<file path="src/hw/dpmc_defs.svh">
// address map, field positions and encodings of the profile mode control
`ifndef DPMC_DEFS_SVH
`define DPMC_DEFS_SVH

`define DPMC_ADDR_W 16
`define DPMC_DATA_W 8
`define DPMC_ADDR_MODE 16'h2105
`define DPMC_ADDR_IRQ_STAT 16'h2110
`define DPMC_ADDR_IRQ_CLR 16'h2111
`define DPMC_ADDR_IRQ_EN 16'h2112
`define DPMC_ADDR_CHAN_STAT 16'h2113

`define DPMC_MODE_RST 8'h00
`define DPMC_BYTE_ZERO 8'h00
`define DPMC_STEP_FLT_BIT 7
`define DPMC_PROF_MSB 6
`define DPMC_PROF_LSB 4
`define DPMC_SEL_MSB 3
`define DPMC_SEL_LSB 2

`define DPMC_PROF_W 3
`define DPMC_PROF_ZERO 3'h0
`define DPMC_PROF_MAX 3'h4
`define DPMC_NUM_PROF 5
`define DPMC_VALID_PAD 3'h0
`define DPMC_PRI_W 4
`define DPMC_PRI_ZERO 4'h0

`define DPMC_SEL_AUTO 2'h0
`define DPMC_SEL_MAN_AUTO 2'h1
`define DPMC_SEL_MAN_HOLD 2'h2
`define DPMC_SEL_USER 2'h3

`define DPMC_EV_W 5
`define DPMC_EV_ZERO 5'h00
`define DPMC_EV_STEP 0
`define DPMC_EV_HOLD 1
`define DPMC_EV_FREE 2
`define DPMC_EV_LOST 3
`define DPMC_EV_PROF 4

`endif

</file>
<file path="src/hw/dpmc_pkg.sv">
// types shared by the profile mode control modules
package dpmc_pkg;
    typedef enum logic [2:0] {
        ST_SELECT,
        ST_TRACK,
        ST_HOLDOVER,
        ST_FREERUN,
        ST_REVAL,
        ST_USER
    } dpmc_state_type;

    typedef logic [2:0] dpmc_prof_type;
endpackage : dpmc_pkg

</file>
<file path="src/hw/dpmc_irq_if.sv">
// carrier between the control core and its interrupt registers
`timescale 1ns/1ps
`include "dpmc_defs.svh"

interface dpmc_irq_if;
    logic [`DPMC_EV_W-1:0] events;
    logic clear_wr;
    logic enable_wr;
    logic [`DPMC_EV_W-1:0] wdata;
    logic [`DPMC_EV_W-1:0] status;
    logic [`DPMC_EV_W-1:0] enable;
    logic irq;

    modport ctl (output events, clear_wr, enable_wr, wdata,
                 input status, enable, irq);
    modport regs (input events, clear_wr, enable_wr, wdata,
                  output status, enable, irq);
endinterface : dpmc_irq_if

</file>
<file path="src/hw/dpmc_prio_cmp.sv">
// one stage of the priority chain: keeps the better of two candidates
`timescale 1ns/1ps
`include "dpmc_defs.svh"

module dpmc_prio_cmp
    import dpmc_pkg::*;
#(
    parameter dpmc_prof_type IDX = `DPMC_PROF_ZERO
)
(
    // best so far
    input wire logic in_valid_in,
    input wire dpmc_prof_type in_idx_in,
    input wire logic [`DPMC_PRI_W-1:0] in_pri_in,
    // candidate of this stage
    input wire logic cand_valid_in,
    input wire logic [`DPMC_PRI_W-1:0] cand_pri_in,
    // best after this stage
    output logic out_valid_out,
    output dpmc_prof_type out_idx_out,
    output logic [`DPMC_PRI_W-1:0] out_pri_out
);
    logic take;

    // strict compare: an equal priority keeps the lower number
    assign take = cand_valid_in && (!in_valid_in || cand_pri_in < in_pri_in);
    assign out_valid_out = in_valid_in || cand_valid_in;
    assign out_idx_out = take ? IDX : in_idx_in;
    assign out_pri_out = take ? cand_pri_in : in_pri_in;
endmodule : dpmc_prio_cmp

</file>
<file path="src/hw/dpmc_irq_regs.sv">
// sticky event status, enable mask and level interrupt
`timescale 1ns/1ps
`include "dpmc_defs.svh"

module dpmc_irq_regs
    import dpmc_pkg::*;
(
    // clock and reset
    input wire logic clk_in,
    input wire logic reset_n_in,
    // core side
    dpmc_irq_if.regs bus
);
    logic [`DPMC_EV_W-1:0] status_q;
    logic [`DPMC_EV_W-1:0] status_d;
    logic [`DPMC_EV_W-1:0] enable_q;
    logic irq_q;

    // an event in the clearing cycle survives the clear
    assign status_d = (status_q & ~(bus.clear_wr ? bus.wdata : `DPMC_EV_ZERO))
                      | bus.events;

    always_ff @(posedge clk_in or negedge reset_n_in)
    begin
        if (!reset_n_in)
            status_q <= `DPMC_EV_ZERO;
        else
            status_q <= status_d;
    end

    always_ff @(posedge clk_in or negedge reset_n_in)
    begin
        if (!reset_n_in)
            enable_q <= `DPMC_EV_ZERO;
        else if (bus.enable_wr)
            enable_q <= bus.wdata;
    end

    always_ff @(posedge clk_in or negedge reset_n_in)
    begin
        if (!reset_n_in)
            irq_q <= 1'b0;
        else
            irq_q <= |(status_d & enable_q);
    end

    assign bus.status = status_q;
    assign bus.enable = enable_q;
    assign bus.irq = irq_q;
endmodule : dpmc_irq_regs

</file>
<file path="src/hw/dpmc_top.sv">
// profile selection and step detect control for loop channel zero
// Operation
// - step without fault bit: drop edge, reacquire
// - step with fault bit: also reset monitor, revalidate
// - field 6:4 picks manual profile 0 to 4
// - mode 0: highest priority valid profile
// - no profile: holdover with history, else freerun
// - priority tie goes to lowest profile number
// - mode 1: manual, then automatic once invalid
// - mode 2: manual, then holdover once invalid
// - holdover without history uses freerun word
//
// Chosen here: the address-and-strobe port.
`timescale 1ns/1ps
`include "dpmc_defs.svh"

module dpmc_top
    import dpmc_pkg::*;
(
    // clock and reset
    input wire logic clk_in,
    input wire logic reset_n_in,
    // register port
    input wire logic [`DPMC_ADDR_W-1:0] addr_in,
    input wire logic [`DPMC_DATA_W-1:0] wdata_in,
    input wire logic wr_in,
    input wire logic rd_in,
    output logic [`DPMC_DATA_W-1:0] rdata_out,
    // loop state inputs
    input wire logic [`DPMC_NUM_PROF-1:0] prof_valid_in,
    input wire logic [`DPMC_NUM_PROF*`DPMC_PRI_W-1:0] prof_priority_in,
    input wire logic history_avail_in,
    input wire logic step_detect_in,
    input wire logic ref_valid_in,
    // loop control outputs
    output dpmc_prof_type active_prof_out,
    output logic prof_locked_out,
    output logic holdover_out,
    output logic freerun_out,
    output logic freerun_word_out,
    output logic user_control_out,
    output logic drop_edge_out,
    output logic acq_restart_out,
    output logic ref_mon_reset_out,
    // interrupt
    output logic irq_out
);
    dpmc_irq_if irq_bus ();

    logic [`DPMC_DATA_W-1:0] mode_q;
    logic [`DPMC_DATA_W-1:0] rdata_q;
    dpmc_state_type state_q;
    dpmc_state_type state_d;
    dpmc_prof_type prof_q;
    dpmc_prof_type prof_d;
    logic lost_q;
    logic lost_set;
    logic step_take;
    logic reval_done;
    logic decide_en;
    logic locked_q;
    logic holdover_q;
    logic freerun_q;
    logic fr_word_q;
    logic user_q;
    logic drop_q;
    logic restart_q;
    logic mon_reset_q;
    logic mode_wr;

    logic fault_en;
    dpmc_prof_type manual_code;
    logic [1:0] sel_mode;
    logic [7:0] valid_ext;
    logic manual_ok;

    logic [`DPMC_NUM_PROF:0] ch_valid;
    dpmc_prof_type ch_idx [0:`DPMC_NUM_PROF];
    logic [`DPMC_PRI_W-1:0] ch_pri [0:`DPMC_NUM_PROF];
    logic best_valid;
    dpmc_prof_type best_idx;
    logic [`DPMC_PRI_W-1:0] best_pri;
    logic [`DPMC_EV_W-1:0] events;

    assign fault_en = mode_q[`DPMC_STEP_FLT_BIT];
    assign manual_code = mode_q[`DPMC_PROF_MSB:`DPMC_PROF_LSB];
    assign sel_mode = mode_q[`DPMC_SEL_MSB:`DPMC_SEL_LSB];
    assign valid_ext = {`DPMC_VALID_PAD, prof_valid_in};
    // undefined codes never qualify
    assign manual_ok = (manual_code <= `DPMC_PROF_MAX)
                       && valid_ext[manual_code];
    assign mode_wr = wr_in && (addr_in == `DPMC_ADDR_MODE);

    // priority chain, lower value wins; ties keep the lower index
    assign ch_valid[0] = 1'b0;
    assign ch_idx[0] = `DPMC_PROF_ZERO;
    assign ch_pri[0] = `DPMC_PRI_ZERO;

    genvar g;
    generate
        for (g = 0; g < `DPMC_NUM_PROF; g++)
        begin : g_prio
            dpmc_prio_cmp #(
                .IDX(3'(g))
            ) u_cmp (
                .in_valid_in(ch_valid[g]),
                .in_idx_in(ch_idx[g]),
                .in_pri_in(ch_pri[g]),
                .cand_valid_in(prof_valid_in[g]),
                .cand_pri_in(prof_priority_in[g*`DPMC_PRI_W +: `DPMC_PRI_W]),
                .out_valid_out(ch_valid[g+1]),
                .out_idx_out(ch_idx[g+1]),
                .out_pri_out(ch_pri[g+1])
            );
        end
    endgenerate

    assign best_valid = ch_valid[`DPMC_NUM_PROF];
    assign best_idx = ch_idx[`DPMC_NUM_PROF];
    assign best_pri = ch_pri[`DPMC_NUM_PROF];

    // a step only matters while the loop is tracking a reference
    assign step_take = (state_q == ST_TRACK) && step_detect_in
                       && (sel_mode != `DPMC_SEL_USER);
    assign reval_done = (state_q == ST_REVAL) && ref_valid_in
                        && (sel_mode != `DPMC_SEL_USER);
    assign decide_en = (state_q == ST_SELECT || state_q == ST_TRACK
                        || state_q == ST_HOLDOVER || state_q == ST_FREERUN)
                       && !step_take && (sel_mode != `DPMC_SEL_USER);

    always_comb
    begin
        state_d = state_q;
        prof_d = prof_q;
        lost_set = 1'b0;
        case (state_q)
            ST_REVAL:
            begin
                // acquisition waits until the monitor qualifies again
                if (sel_mode == `DPMC_SEL_USER)
                    state_d = ST_USER;
                else if (ref_valid_in)
                    state_d = ST_SELECT;
            end
            ST_USER:
            begin
                if (sel_mode != `DPMC_SEL_USER)
                    state_d = ST_SELECT;
            end
            default:
            begin
                if (sel_mode == `DPMC_SEL_USER)
                    state_d = ST_USER;
                else if (step_take)
                    state_d = fault_en ? ST_REVAL : ST_SELECT;
                else if ((sel_mode == `DPMC_SEL_MAN_AUTO
                          || sel_mode == `DPMC_SEL_MAN_HOLD)
                         && manual_ok && !lost_q)
                begin
                    state_d = ST_TRACK;
                    prof_d = manual_code;
                end
                else if (sel_mode == `DPMC_SEL_MAN_HOLD)
                begin
                    state_d = ST_HOLDOVER;
                end
                else if (best_valid)
                begin
                    state_d = ST_TRACK;
                    prof_d = best_idx;
                end
                else
                begin
                    state_d = history_avail_in ? ST_HOLDOVER
                                               : ST_FREERUN;
                end
                // the manual profile is lost once it was in use
                if (decide_en && sel_mode != `DPMC_SEL_AUTO && !lost_q
                    && state_q == ST_TRACK && prof_q == manual_code
                    && !manual_ok)
                    lost_set = 1'b1;
            end
        endcase
    end

    always_ff @(posedge clk_in or negedge reset_n_in)
    begin
        if (!reset_n_in)
        begin
            state_q <= ST_SELECT;
            prof_q <= `DPMC_PROF_ZERO;
        end
        else
        begin
            state_q <= state_d;
            prof_q <= prof_d;
        end
    end

    // a new mode write rearms the manual profile
    always_ff @(posedge clk_in or negedge reset_n_in)
    begin
        if (!reset_n_in)
            lost_q <= 1'b0;
        else if (lost_set)
            lost_q <= 1'b1;
        else if (mode_wr)
            lost_q <= 1'b0;
    end

    always_ff @(posedge clk_in or negedge reset_n_in)
    begin
        if (!reset_n_in)
        begin
            locked_q <= 1'b0;
            holdover_q <= 1'b0;
            freerun_q <= 1'b0;
            fr_word_q <= 1'b0;
            user_q <= 1'b0;
        end
        else
        begin
            locked_q <= state_d == ST_TRACK;
            holdover_q <= state_d == ST_HOLDOVER;
            freerun_q <= state_d == ST_FREERUN;
            fr_word_q <= (state_d == ST_FREERUN)
                         || (state_d == ST_HOLDOVER && !history_avail_in);
            user_q <= state_d == ST_USER;
        end
    end

    always_ff @(posedge clk_in or negedge reset_n_in)
    begin
        if (!reset_n_in)
        begin
            drop_q <= 1'b0;
            restart_q <= 1'b0;
            mon_reset_q <= 1'b0;
        end
        else
        begin
            drop_q <= step_take;
            restart_q <= (step_take && !fault_en) || reval_done;
            mon_reset_q <= step_take && fault_en;
        end
    end

    always_ff @(posedge clk_in or negedge reset_n_in)
    begin
        if (!reset_n_in)
            mode_q <= `DPMC_MODE_RST;
        else if (mode_wr)
            mode_q <= wdata_in;
    end

    // read data stand for one cycle only; unmapped reads give zero
    always_ff @(posedge clk_in or negedge reset_n_in)
    begin
        if (!reset_n_in)
            rdata_q <= `DPMC_BYTE_ZERO;
        else if (!rd_in)
            rdata_q <= `DPMC_BYTE_ZERO;
        else
        begin
            case (addr_in)
                `DPMC_ADDR_MODE: rdata_q <= mode_q;
                `DPMC_ADDR_IRQ_STAT: rdata_q <= 8'(irq_bus.status);
                `DPMC_ADDR_IRQ_EN: rdata_q <= 8'(irq_bus.enable);
                `DPMC_ADDR_CHAN_STAT:
                    rdata_q <= {state_q, prof_q, lost_q, fr_word_q};
                default: rdata_q <= `DPMC_BYTE_ZERO;
            endcase
        end
    end

    always_comb
    begin
        events = `DPMC_EV_ZERO;
        events[`DPMC_EV_STEP] = step_take;
        events[`DPMC_EV_HOLD] = state_d == ST_HOLDOVER
                                && state_q != ST_HOLDOVER;
        events[`DPMC_EV_FREE] = state_d == ST_FREERUN
                                && state_q != ST_FREERUN;
        events[`DPMC_EV_LOST] = lost_set;
        events[`DPMC_EV_PROF] = state_d == ST_TRACK
                                && (state_q != ST_TRACK || prof_d != prof_q);
    end

    assign irq_bus.events = events;
    assign irq_bus.clear_wr = wr_in && (addr_in == `DPMC_ADDR_IRQ_CLR);
    assign irq_bus.enable_wr = wr_in && (addr_in == `DPMC_ADDR_IRQ_EN);
    assign irq_bus.wdata = wdata_in[`DPMC_EV_W-1:0];

    dpmc_irq_regs u_irq (
        .clk_in(clk_in),
        .reset_n_in(reset_n_in),
        .bus(irq_bus)
    );

    assign rdata_out = rdata_q;
    assign active_prof_out = prof_q;
    assign prof_locked_out = locked_q;
    assign holdover_out = holdover_q;
    assign freerun_out = freerun_q;
    assign freerun_word_out = fr_word_q;
    assign user_control_out = user_q;
    assign drop_edge_out = drop_q;
    assign acq_restart_out = restart_q;
    assign ref_mon_reset_out = mon_reset_q;
    assign irq_out = irq_bus.irq;
endmodule : dpmc_top

</file>
<file path="config.mk">
export PLATFORM = sky130hd
export DESIGN_NAME = dpmc_top
export DESIGN_NICKNAME = d
export VERILOG_FILES = /design/src/hw/dpmc_pkg.sv /design/src/hw/dpmc_irq_if.sv /design/src/hw/dpmc_prio_cmp.sv /design/src/hw/dpmc_irq_regs.sv /design/src/hw/dpmc_top.sv
export VERILOG_INCLUDE_DIRS = /design/src /design/src/hw
export SDC_FILE = /design/constraint.sdc
export NUM_CORES = 1
export LEC_CHECK = 0
export BUFFER_PORTS_ARGS = -buffer_cell sky130_fd_sc_hd__clkbuf_2
export CAP_MARGIN = 20
export CORE_MARGIN = 2
export CORE_UTILIZATION = 57
export DETAILED_ROUTE_END_ITERATION = 7
export PLACE_DENSITY = 0.85
export SLEW_MARGIN = 20
export SYNTH_ARGS = -nofsm -noshare
export SYNTH_HDL_FRONTEND = slang
export SYNTH_SLANG_ARGS = --single-unit
</file>
<file path="constraint.sdc">
create_clock -name clk_in -period 6.7 [get_ports clk_in]
set_clock_uncertainty 0.2 [all_clocks]
set_input_delay 1.675 -clock clk_in [delete_from_list [all_inputs] [get_ports clk_in]]
set_output_delay 1.675 -clock clk_in [all_outputs]
set_load 0.05 [all_outputs]
</file>
# Yosys cells after proc, flatten, opt, wreduce, memory -nomap -nowiden
# Cells that the tools add are included.
dict set report totals {
  register_bits 42
  in_bits 56
  output_inout_bits 20
  wordCells 139
}
dict set report classes {
  order_cmp 6
  eq_ne 23
  muxes 34
  bitwise_logic 4
  n_reduce_logical 56
}
# cell count
set op_table {}
lappend op_table {{$eq 16x14->1 const B} 5}
lappend op_table {{$mux 3} 13}
lappend op_table {{$pmux 8 s4} 1}
lappend op_table {{$logic_and 1x1->1} 27}
lappend op_table {{$lt 4x4->1} 4}
lappend op_table {{$mux 4} 4}
lappend op_table {{$logic_or 1x1->1} 15}
lappend op_table {{$eq 3x2->1 const B} 4}
lappend op_table {{$and 5x5->5} 2}
lappend op_table {{$mux 2} 5}
lappend op_table {{$eq 3x3->1 const B} 3}
lappend op_table {{$logic_not 1->1} 9}
lappend op_table {{$mux 8} 1}
lappend op_table {{$mux 1} 7}
lappend op_table {{$eq 3x1->1 const B} 2}
lappend op_table {{$ne 3x2->1 const B} 2}
lappend op_table {{$pmux 3 s2} 1}
lappend op_table {{$mux 5} 1}
lappend op_table {{$not 5->5} 1}
lappend op_table {{$or 5x5->5} 1}
lappend op_table {{$reduce_or 5->1} 1}
lappend op_table {{$eq 2x2->1 const B} 2}
lappend op_table {{$lt 3x4->1 const B} 1}
lappend op_table {{$reduce_bool 2->1} 2}
lappend op_table {{9 further kinds} 9}

# Logic depth before layout (Yosys ltp)
# Gate-level depths: netlist (run 1).
dict set report logic_depth {
  word_depth 29
  ltp_mapped 32
  depth_no_buf 31
}

# By module
# From an unflattened synthesis (run 1), not the netlist that was laid out.
dict set report hier_totals {
  hier_cells 404
  area_unflattened_um2 3703.6
}
# mod n_inst cells_each area_each_um2 seq_area_each_um2
set by_module_without_submodules {}
lappend by_module_without_submodules {dpmc_top 1 162 1735.4 775.7}
lappend by_module_without_submodules {{dpmc_prio_cmp at g_prio[1].u_cmp ...} 3 40 294.0 0.0}
lappend by_module_without_submodules {dpmc_irq_regs 1 35 454.2 275.3}
lappend by_module_without_submodules {{dpmc_prio_cmp at g_prio[3].u_cmp} 1 43 330.3 0.0}
lappend by_module_without_submodules {{dpmc_prio_cmp at g_prio[0].u_cmp} 1 44 301.5 0.0}

# Least setup slack after synthesis (run 1)
# No wires, ideal clock.
dict set report synth_timing {
  path_type {input to register}
  startpoint {in prof_valid_in[0]}
  endpoint {reg u_irq.irq_q (netlist: u_irq.bus.irq)}
  setup_time_ns 0.126
  t_arrival_ns 7.275
  required_ns 6.374
  slack_ns -0.901
  stages 31
  path_buffers 1
  path_cell_list {clkbuf_1 nand2_1 ha_1 o211ai_1 o211ai_1 nand2_1 o21ai_0 inv_1 ha_1 o211ai_1 a31oi_1 a2bb2oi_2 nand4_2 nor2_1 a21oi_1 ha_1 a21oi_1 o21ai_0 a311oi_1 o21a_1 nor2_1 a21oi_1 ha_1 a21oi_1 nor4b_1 nand3_1 mux2_2 and2_1 a21oi_1 o22ai_1 a221o_1}
}
dict set report synth_between {
  elab_chain_len 29
  word_cells_on_any_way 60
}
# element line_no
set synth_lines {}
lappend synth_lines {{from (decl)} dpmc_top.sv:30} ;# input wire logic [`DPMC_NUM_PROF-1:0] prof_valid_in,
lappend synth_lines {{$mux 4} dpmc_prio_cmp.sv:29} ;# assign out_pri_out = take ? cand_pri_in : in_pri_in;
lappend synth_lines {{$lt 4x4->1} dpmc_prio_cmp.sv:26} ;# assign take = cand_valid_in && (!in_valid_in || cand_pri_in < in_pri_in);
lappend synth_lines {{$logic_or 1x1->1} dpmc_prio_cmp.sv:26}
lappend synth_lines {{$logic_and 1x1->1} dpmc_prio_cmp.sv:26}
lappend synth_lines {{$mux 4} dpmc_prio_cmp.sv:29}
lappend synth_lines {{$lt 4x4->1} dpmc_prio_cmp.sv:26}
lappend synth_lines {{$logic_or 1x1->1} dpmc_prio_cmp.sv:26}
lappend synth_lines {{$logic_and 1x1->1} dpmc_prio_cmp.sv:26}
lappend synth_lines {{[14 not listed]} -}
lappend synth_lines {{$mux 3} dpmc_top.sv:136} ;# case (state_q)
lappend synth_lines {{$ne 3x3->1} dpmc_top.sv:286} ;# && (state_q != ST_TRACK || prof_d != prof_q);
lappend synth_lines {{$logic_or 1x1->1} dpmc_top.sv:286}
lappend synth_lines {{$logic_and 1x1->1 *} dpmc_top.sv:286}
lappend synth_lines {{$or 5x5->5 *} dpmc_irq_regs.sv:20} ;# assign status_d = (status_q & ~(bus.clear_wr ? bus.wdata : `DPMC_EV_ZERO))
lappend synth_lines {{via u_irq.status_d[4]} dpmc_irq_regs.sv:15} ;# logic [`DPMC_EV_W-1:0] status_d;
lappend synth_lines {{$and 5x5->5 *} dpmc_irq_regs.sv:44} ;# irq_q <= |(status_d & enable_q);
lappend synth_lines {{$reduce_or 5->1 *} dpmc_irq_regs.sv:44}
lappend synth_lines {{to (signal assigned)} dpmc_irq_regs.sv:44}
lappend synth_lines {{to (decl)} dpmc_irq_regs.sv:17} ;# logic irq_q;
# Mark *: on every way through the listed nets, which the timed path passes. The rest lies on a longest branch. The select of a mux whose other input is x is not followed.
# A chain may end at the register's enable or synchronous reset.

# Worst setup path in the final report (run 1)
# Ends and elaborated chain as after synthesis.

==> results.cfg, run 1 <==
[cells_and_area]
n_fill_cell = 244
fin_nets = 501
layout-drive-gt1-share = 0.434
synthToLayoutAreaGrowth_pct = 41.5
regArea_sq_um = 1050
final_common_cell = clkbuf_2
post-route-util = 0.845
diodes = 0
fin_cells = 500
multi_input_area_sq_um = 1980
most-common-layout-cells = 71 x clkbuf_2, 49 x buf_4, 42 x dfrtp_1

[synthesis]
syn_inst = 309
synth.distinct_cells = 60
synth-warning-count = 0
yosysTopAreaCellShare = 0.368
syn_avg_cell_area_sq_um = 9.24
netlist_top_cells_area = dfrtp_1 37%, ha_1 5.7%, mux2_2 5.5%
syn_area_sq_um = 2860
synth-edff-count = 0
syn_nets = 378
async_reset_ff_frac = 1.00
synth_flop_cell = dfrtp_1
synth_seq_cells = 42
seq_area_frac_synth = 0.368
yosysTopAreaCell = dfrtp_1

[min_path]
hold_path_class = reg2reg
hold_end = acq_restart_out
min-delay-start = mode_q[7]
min_path_cells = 1

[floorplan]
die_x_um = 74.8
core-area_sq_um = 4790
rows = 25
start_util = 0.597
dieArea_sq_um = 5590
ios = 76
fp.dieH_um = 74.8

[place]
dp_hpwl_um = 6370
pre_cts_slack_ps = -722
placed_cells = 472
gp_congestion = 0.928
port_buffers = 75

[worst_setup_path]
r2r_cells = 10
cp.depth = 32
cp-end-kind = register
crit_type = in2reg
r2r-start = mode_q[5]
cpLargestDelayFamily = compound AO/OA/AOI/OAI gates
max_stage_delay_ps = 340
arrival_ps = 7000
cp-start-kind = input pin
r2r_end = u_irq.bus.irq
required_ps = 6690
cp_slowest_cell = mux2i_4
rrSetupSlack_ps = 3330
path_buf_inv = 5
path_max_fanout = 5

[pwr]
ir_drop_mv = 0.152
power.density_nw_per_um2 = 188
p_leak_nw = 1.89
finalPower_w = 0.000759

[clock_tree]
clkSlewWorstSetupHoldPaths_ps = 80
cts_tree = yes
cts_inserted_buffers = 5
clock_sinks = 42
clock_path_buffers = 2
cts.htree.levels = 2
clock_latency_ps = 310
cts_root_buffer = clkbuf_8

[sta]
worst_hold_slack_ps = 301
setup_slack_ps = -308
rsz0062_at_grt = yes
slew_viol_final = 0
fmax_mhz = 143
finalSetupViolCount = 4
relSlewSlack = 0.399
hold_violations = 0
tightest_slew_ps = 902
fin_crit_sh = 1.05
fin_crit_ps = 7010

[routing]
drc = 0
vias_per_cell = 6.52
routed_wl_um = 9870
drtAntennaViolNets = 0
routedWlPerCell_um = 19.7
drtIter0Drc = 318
first_pass_iters = 5
m1WireLength_um = 3710
wl_met2_um = 4570
met3_length_um = 998
dr.max_layer_used = met4
vias = 3261

[global_route]
grt_remaining_overflow = 0
antenna_found_initial = 0
grt_usage = 0.330
grt_pass1_vias = 2943
grt_pass1_wl_um = 13900
grt_max_degree = 43

[outcome]
status = finished, violations left
violations = negative setup slack

[run]
cap_violations = 0
[state kept, by name (all words and copies together), names as in the netlist, 3 cells and up]
register and flops:
active_prof_out 3, mode_q 8, rdata_out 8, state_q 3, u_irq.bus.enable 5, u_irq.bus.status 5
[metrics by stage]
| step | area, sq um | setup TNS (ps) |
|---|---|---|
| floorplan | 2960 | -387 |
| global placement | 3580 | -847 |
| detailed placement | 3580 | -2140 |
| CTS | 3900 | -36.1 |
| global route | 4040 | -1690 |
| finish | 4040 | -614 |
[timing repair]
item / CTS / global route
resized for setup: 21 / 20
pin swaps: 25 / 20
setup endpoints to repair: 4 / 5
setup buffers: 15 / 5
hold buffers: 0 / 0
[worst max-delay path by stage]
stage	start	to	slack (ps)
final	prof_valid_in[0]	u_irq.bus.irq	-310
after global routing	prof_valid_in[0]	u_irq.bus.irq	-540
after CTS	prof_valid_in[0]	u_irq.bus.irq	-40
after detailed placement	prof_valid_in[0]	u_irq.bus.irq	-720
after global placement	prof_valid_in[0]	u_irq.bus.irq	-460
after floorplan	prof_valid_in[0]	u_irq.bus.irq	-330
[power breakdown]
group	switching, W	total, W	internal, W
combinational	0.000157	0.000303	0.000146
sequential	0.0000187	0.000282	0.000263
clock	0.0000910	0.000174	0.0000828
total	0.000267	0.000759	0.000492
[synthesized netlist by cell type, types with 7 or more instances]
cell type	instances
clkbuf_1	7
o21ai_0	11
mux2_2	14
nand2_1	37
a21oi_1	21
dfrtp_1	42
ha_1	13
nor2b_1	9
inv_1	12
o211ai_1	8
o21a_1	7
mux2i_1	7
nor2_1	28
[layer usage]
layer,GRT usage,up-vias
met1,0.425,1540
met5,0,-
met4,0.135,0
li1,-,1411
met2,0.538,252
met3,0.0763,58
[area by class of cell]
| type | count | area share |
|---|---|---|
| Clock buffer | 6 | 0.0204 |
| Clock inverter | 2 | 0.00310 |
| Inverter | 12 | 0.0111 |
| Multi-Input combinational cell | 246 | 0.489 |
| Sequential cell | 42 | 0.260 |
| Tap cell | 67 | 0.0207 |
| Timing Repair Buffer | 125 | 0.195 |
[kinds of logic (layout without fill, tap and decap cells)]
| family | Yosys count | count (layout) | share of synthesized area |
|---|---|---|---|
| mux | 22 | 22 | 0.0876 |
| fa+ha+maj | 15 | 15 | 0.0640 |
| compound gates | 90 | 90 | 0.226 |
| flops | 42 | 42 | 0.368 |
| xor+xnor | 2 | 2 | 0.00613 |
| buf+inv | 21 | 145 | 0.0307 |
| simple gates | 117 | 117 | 0.218 |
No activity file was read; power rests on OpenSTA's default activity.
==> run 2: changes to the inputs <==
--- a/config.mk
+++ b/config.mk
@@ -9,9 +9,10 @@
 export BUFFER_PORTS_ARGS = -buffer_cell sky130_fd_sc_hd__clkbuf_2
 export CAP_MARGIN = 20
 export CORE_MARGIN = 2
-export CORE_UTILIZATION = 57
+export CORE_UTILIZATION = 45
+export CTS_CLUSTER_SIZE = 16
 export DETAILED_ROUTE_END_ITERATION = 7
-export PLACE_DENSITY = 0.85
+export PLACE_DENSITY = 0.7
 export SLEW_MARGIN = 20
 export SYNTH_ARGS = -nofsm -noshare
 export SYNTH_HDL_FRONTEND = slang
==> results.cfg, run 2 (synthesis results as in run 1) <==
[routing]
vias = 3007
drc = 0
first_pass_iters = 6
routed_wl_um = 8570
drtAntennaViolNets = 0
vias_per_cell = 5.88
routedWlPerCell_um = 16.8
drtIter0Drc = 261

[global_route]
grt_pass1_wl_um = 13300
grt_pass1_vias = 2822
grt_remaining_overflow = 0
antenna_found_initial = 0
grt_usage = 0.234
grt_max_degree = 43

[clock_tree]
clock_path_buffers = 2
clock_sinks = 42
clkSlewWorstSetupHoldPaths_ps = 80
clock_latency_ps = 300
ctsHoldBuffers = 0
cts.htree.levels = 2
cts_tree = yes
cts_root_buffer = clkbuf_8
cts_inserted_buffers = 5

[place]
place_area_sq_um = 3600
pre_cts_slack_ps = -749
gp_congestion = 0.875
dp_hpwl_um = 6080
port_buffers = 75

[sta]
slew_viol_final = 0
finalSetupViolCount = 3
setup_slack_ps = -319
tightest_slew_ps = 898
hold_violations = 0
fin_crit_ps = 7020
fin_crit_sh = 1.05
rsz0062_at_grt = yes
worst_hold_slack_ps = 319
relSlewSlack = 0.401
fmax_mhz = 142

[worst_setup_path]
crit_type = in2reg
max_stage_delay_ps = 320
cp-end-kind = register
cpLargestDelayFamily = compound AO/OA/AOI/OAI gates
arrival_ps = 7000
required_ps = 6680
cp_slowest_cell = nor4bb_4
path_buf_inv = 7
cp-start-kind = input pin
path_max_fanout = 5

[pwr]
p_seq_frac = 0.342
p_sw_frac = 0.317
finalPower_w = 0.000817
p_leak_nw = 1.93
comb_power_share = 0.366
clock_power_share = 0.292
ir_drop_mv = 0.201
internal-power_w = 0.000559
power.density_nw_per_um2 = 201
p_sw_w = 0.000259

[cells_and_area]
diodes = 0
postLayoutCellArea_sq_um = 4070
n_fill_cell = 512
most-common-layout-cells = 71 x clkbuf_2, 50 x buf_4, 42 x dfrtp_1
fin_nets = 502
synthToLayoutAreaGrowth_pct = 42.6
final_common_cell = clkbuf_2
layout-drive-gt1-share = 0.442

[floorplan]
rows = 29
ios = 76
dieArea_sq_um = 7000
start_util = 0.458
die_x_um = 83.7
core-area_sq_um = 6240
fp.dieH_um = 83.7

[run]
cap_violations = 0

[min_path]
hold_path_class = reg2reg

[outcome]
status = finished, violations left
violations = negative setup slack
-- run 2: worst paths after layout --
| path | slack [ps] | cells after the start | from | to |
|---|---|---|---|---|
| hold / removal | 320 | 1 | mode_q[7] | acq_restart_out |
| setup / recovery | -320 | 33 | prof_valid_in[0] | u_irq.bus.irq |
| setup reg to reg | 3460 | 8 | mode_q[5] | u_irq.bus.irq |
| min in group asynchronous | 1300 | 1 | reset_n_in | freerun_out |
| hold reg to reg | 320 | 1 | mode_q[7] | acq_restart_out |
| max in group asynchronous | 4440 | 1 | reset_n_in | u_irq.bus.irq |
-- run 2: per-stage QoR --
step	utilization	TNS, ps	std cells
floorplan	-	-387	309
global placement	0.577	-861	483
detailed placement	0.577	-2030	483
CTS	0.625	-136	504
global route	0.653	-1910	511
finish	0.653	-377	511
-- run 2: area by class of cell --
type                       instances  area [sq um]  share of cell area
timing repair buffer             126           797               0.196
inverter                          12          45.0              0.0111
multi-input combinational        246          1950               0.478
clock buffer                       5          68.8              0.0169
clock inverter                     3          68.8              0.0169
tap                               77          96.3              0.0237
sequential                        42          1050               0.258
-- run 2: repair_timing --
| action | CTS | global route |
|---|---|---|
| pin swaps | 26 | 16 |
| gates resized for setup | 16 | 22 |
| endpoints found under the setup margin | 3 | 5 |
| buffers inserted | 13 | 7 |
-- run 2: layer usage --
layer / share of wire / GRT usage / routed length (um)
met3: 0.056 / 0.0415 / 482
met5: 0 / 0 / 0
met1: 0.42 / 0.309 / 3620
met2: 0.49 / 0.383 / 4200
met4: 0.032 / 0.0938 / 273
-- run 2: power groups by stage --
stage / Clock [W] / Sequential (W) / Combinational, W
after floorplan: 0 / 0.000297 / 0.000131
after global placement: 0 / 0.000283 / 0.000229
after detailed placement: 0 / 0.000283 / 0.000232
after CTS: 0.000242 / 0.000279 / 0.000259
after global routing: 0.000252 / 0.000281 / 0.000322
final: 0.000239 / 0.000279 / 0.000299
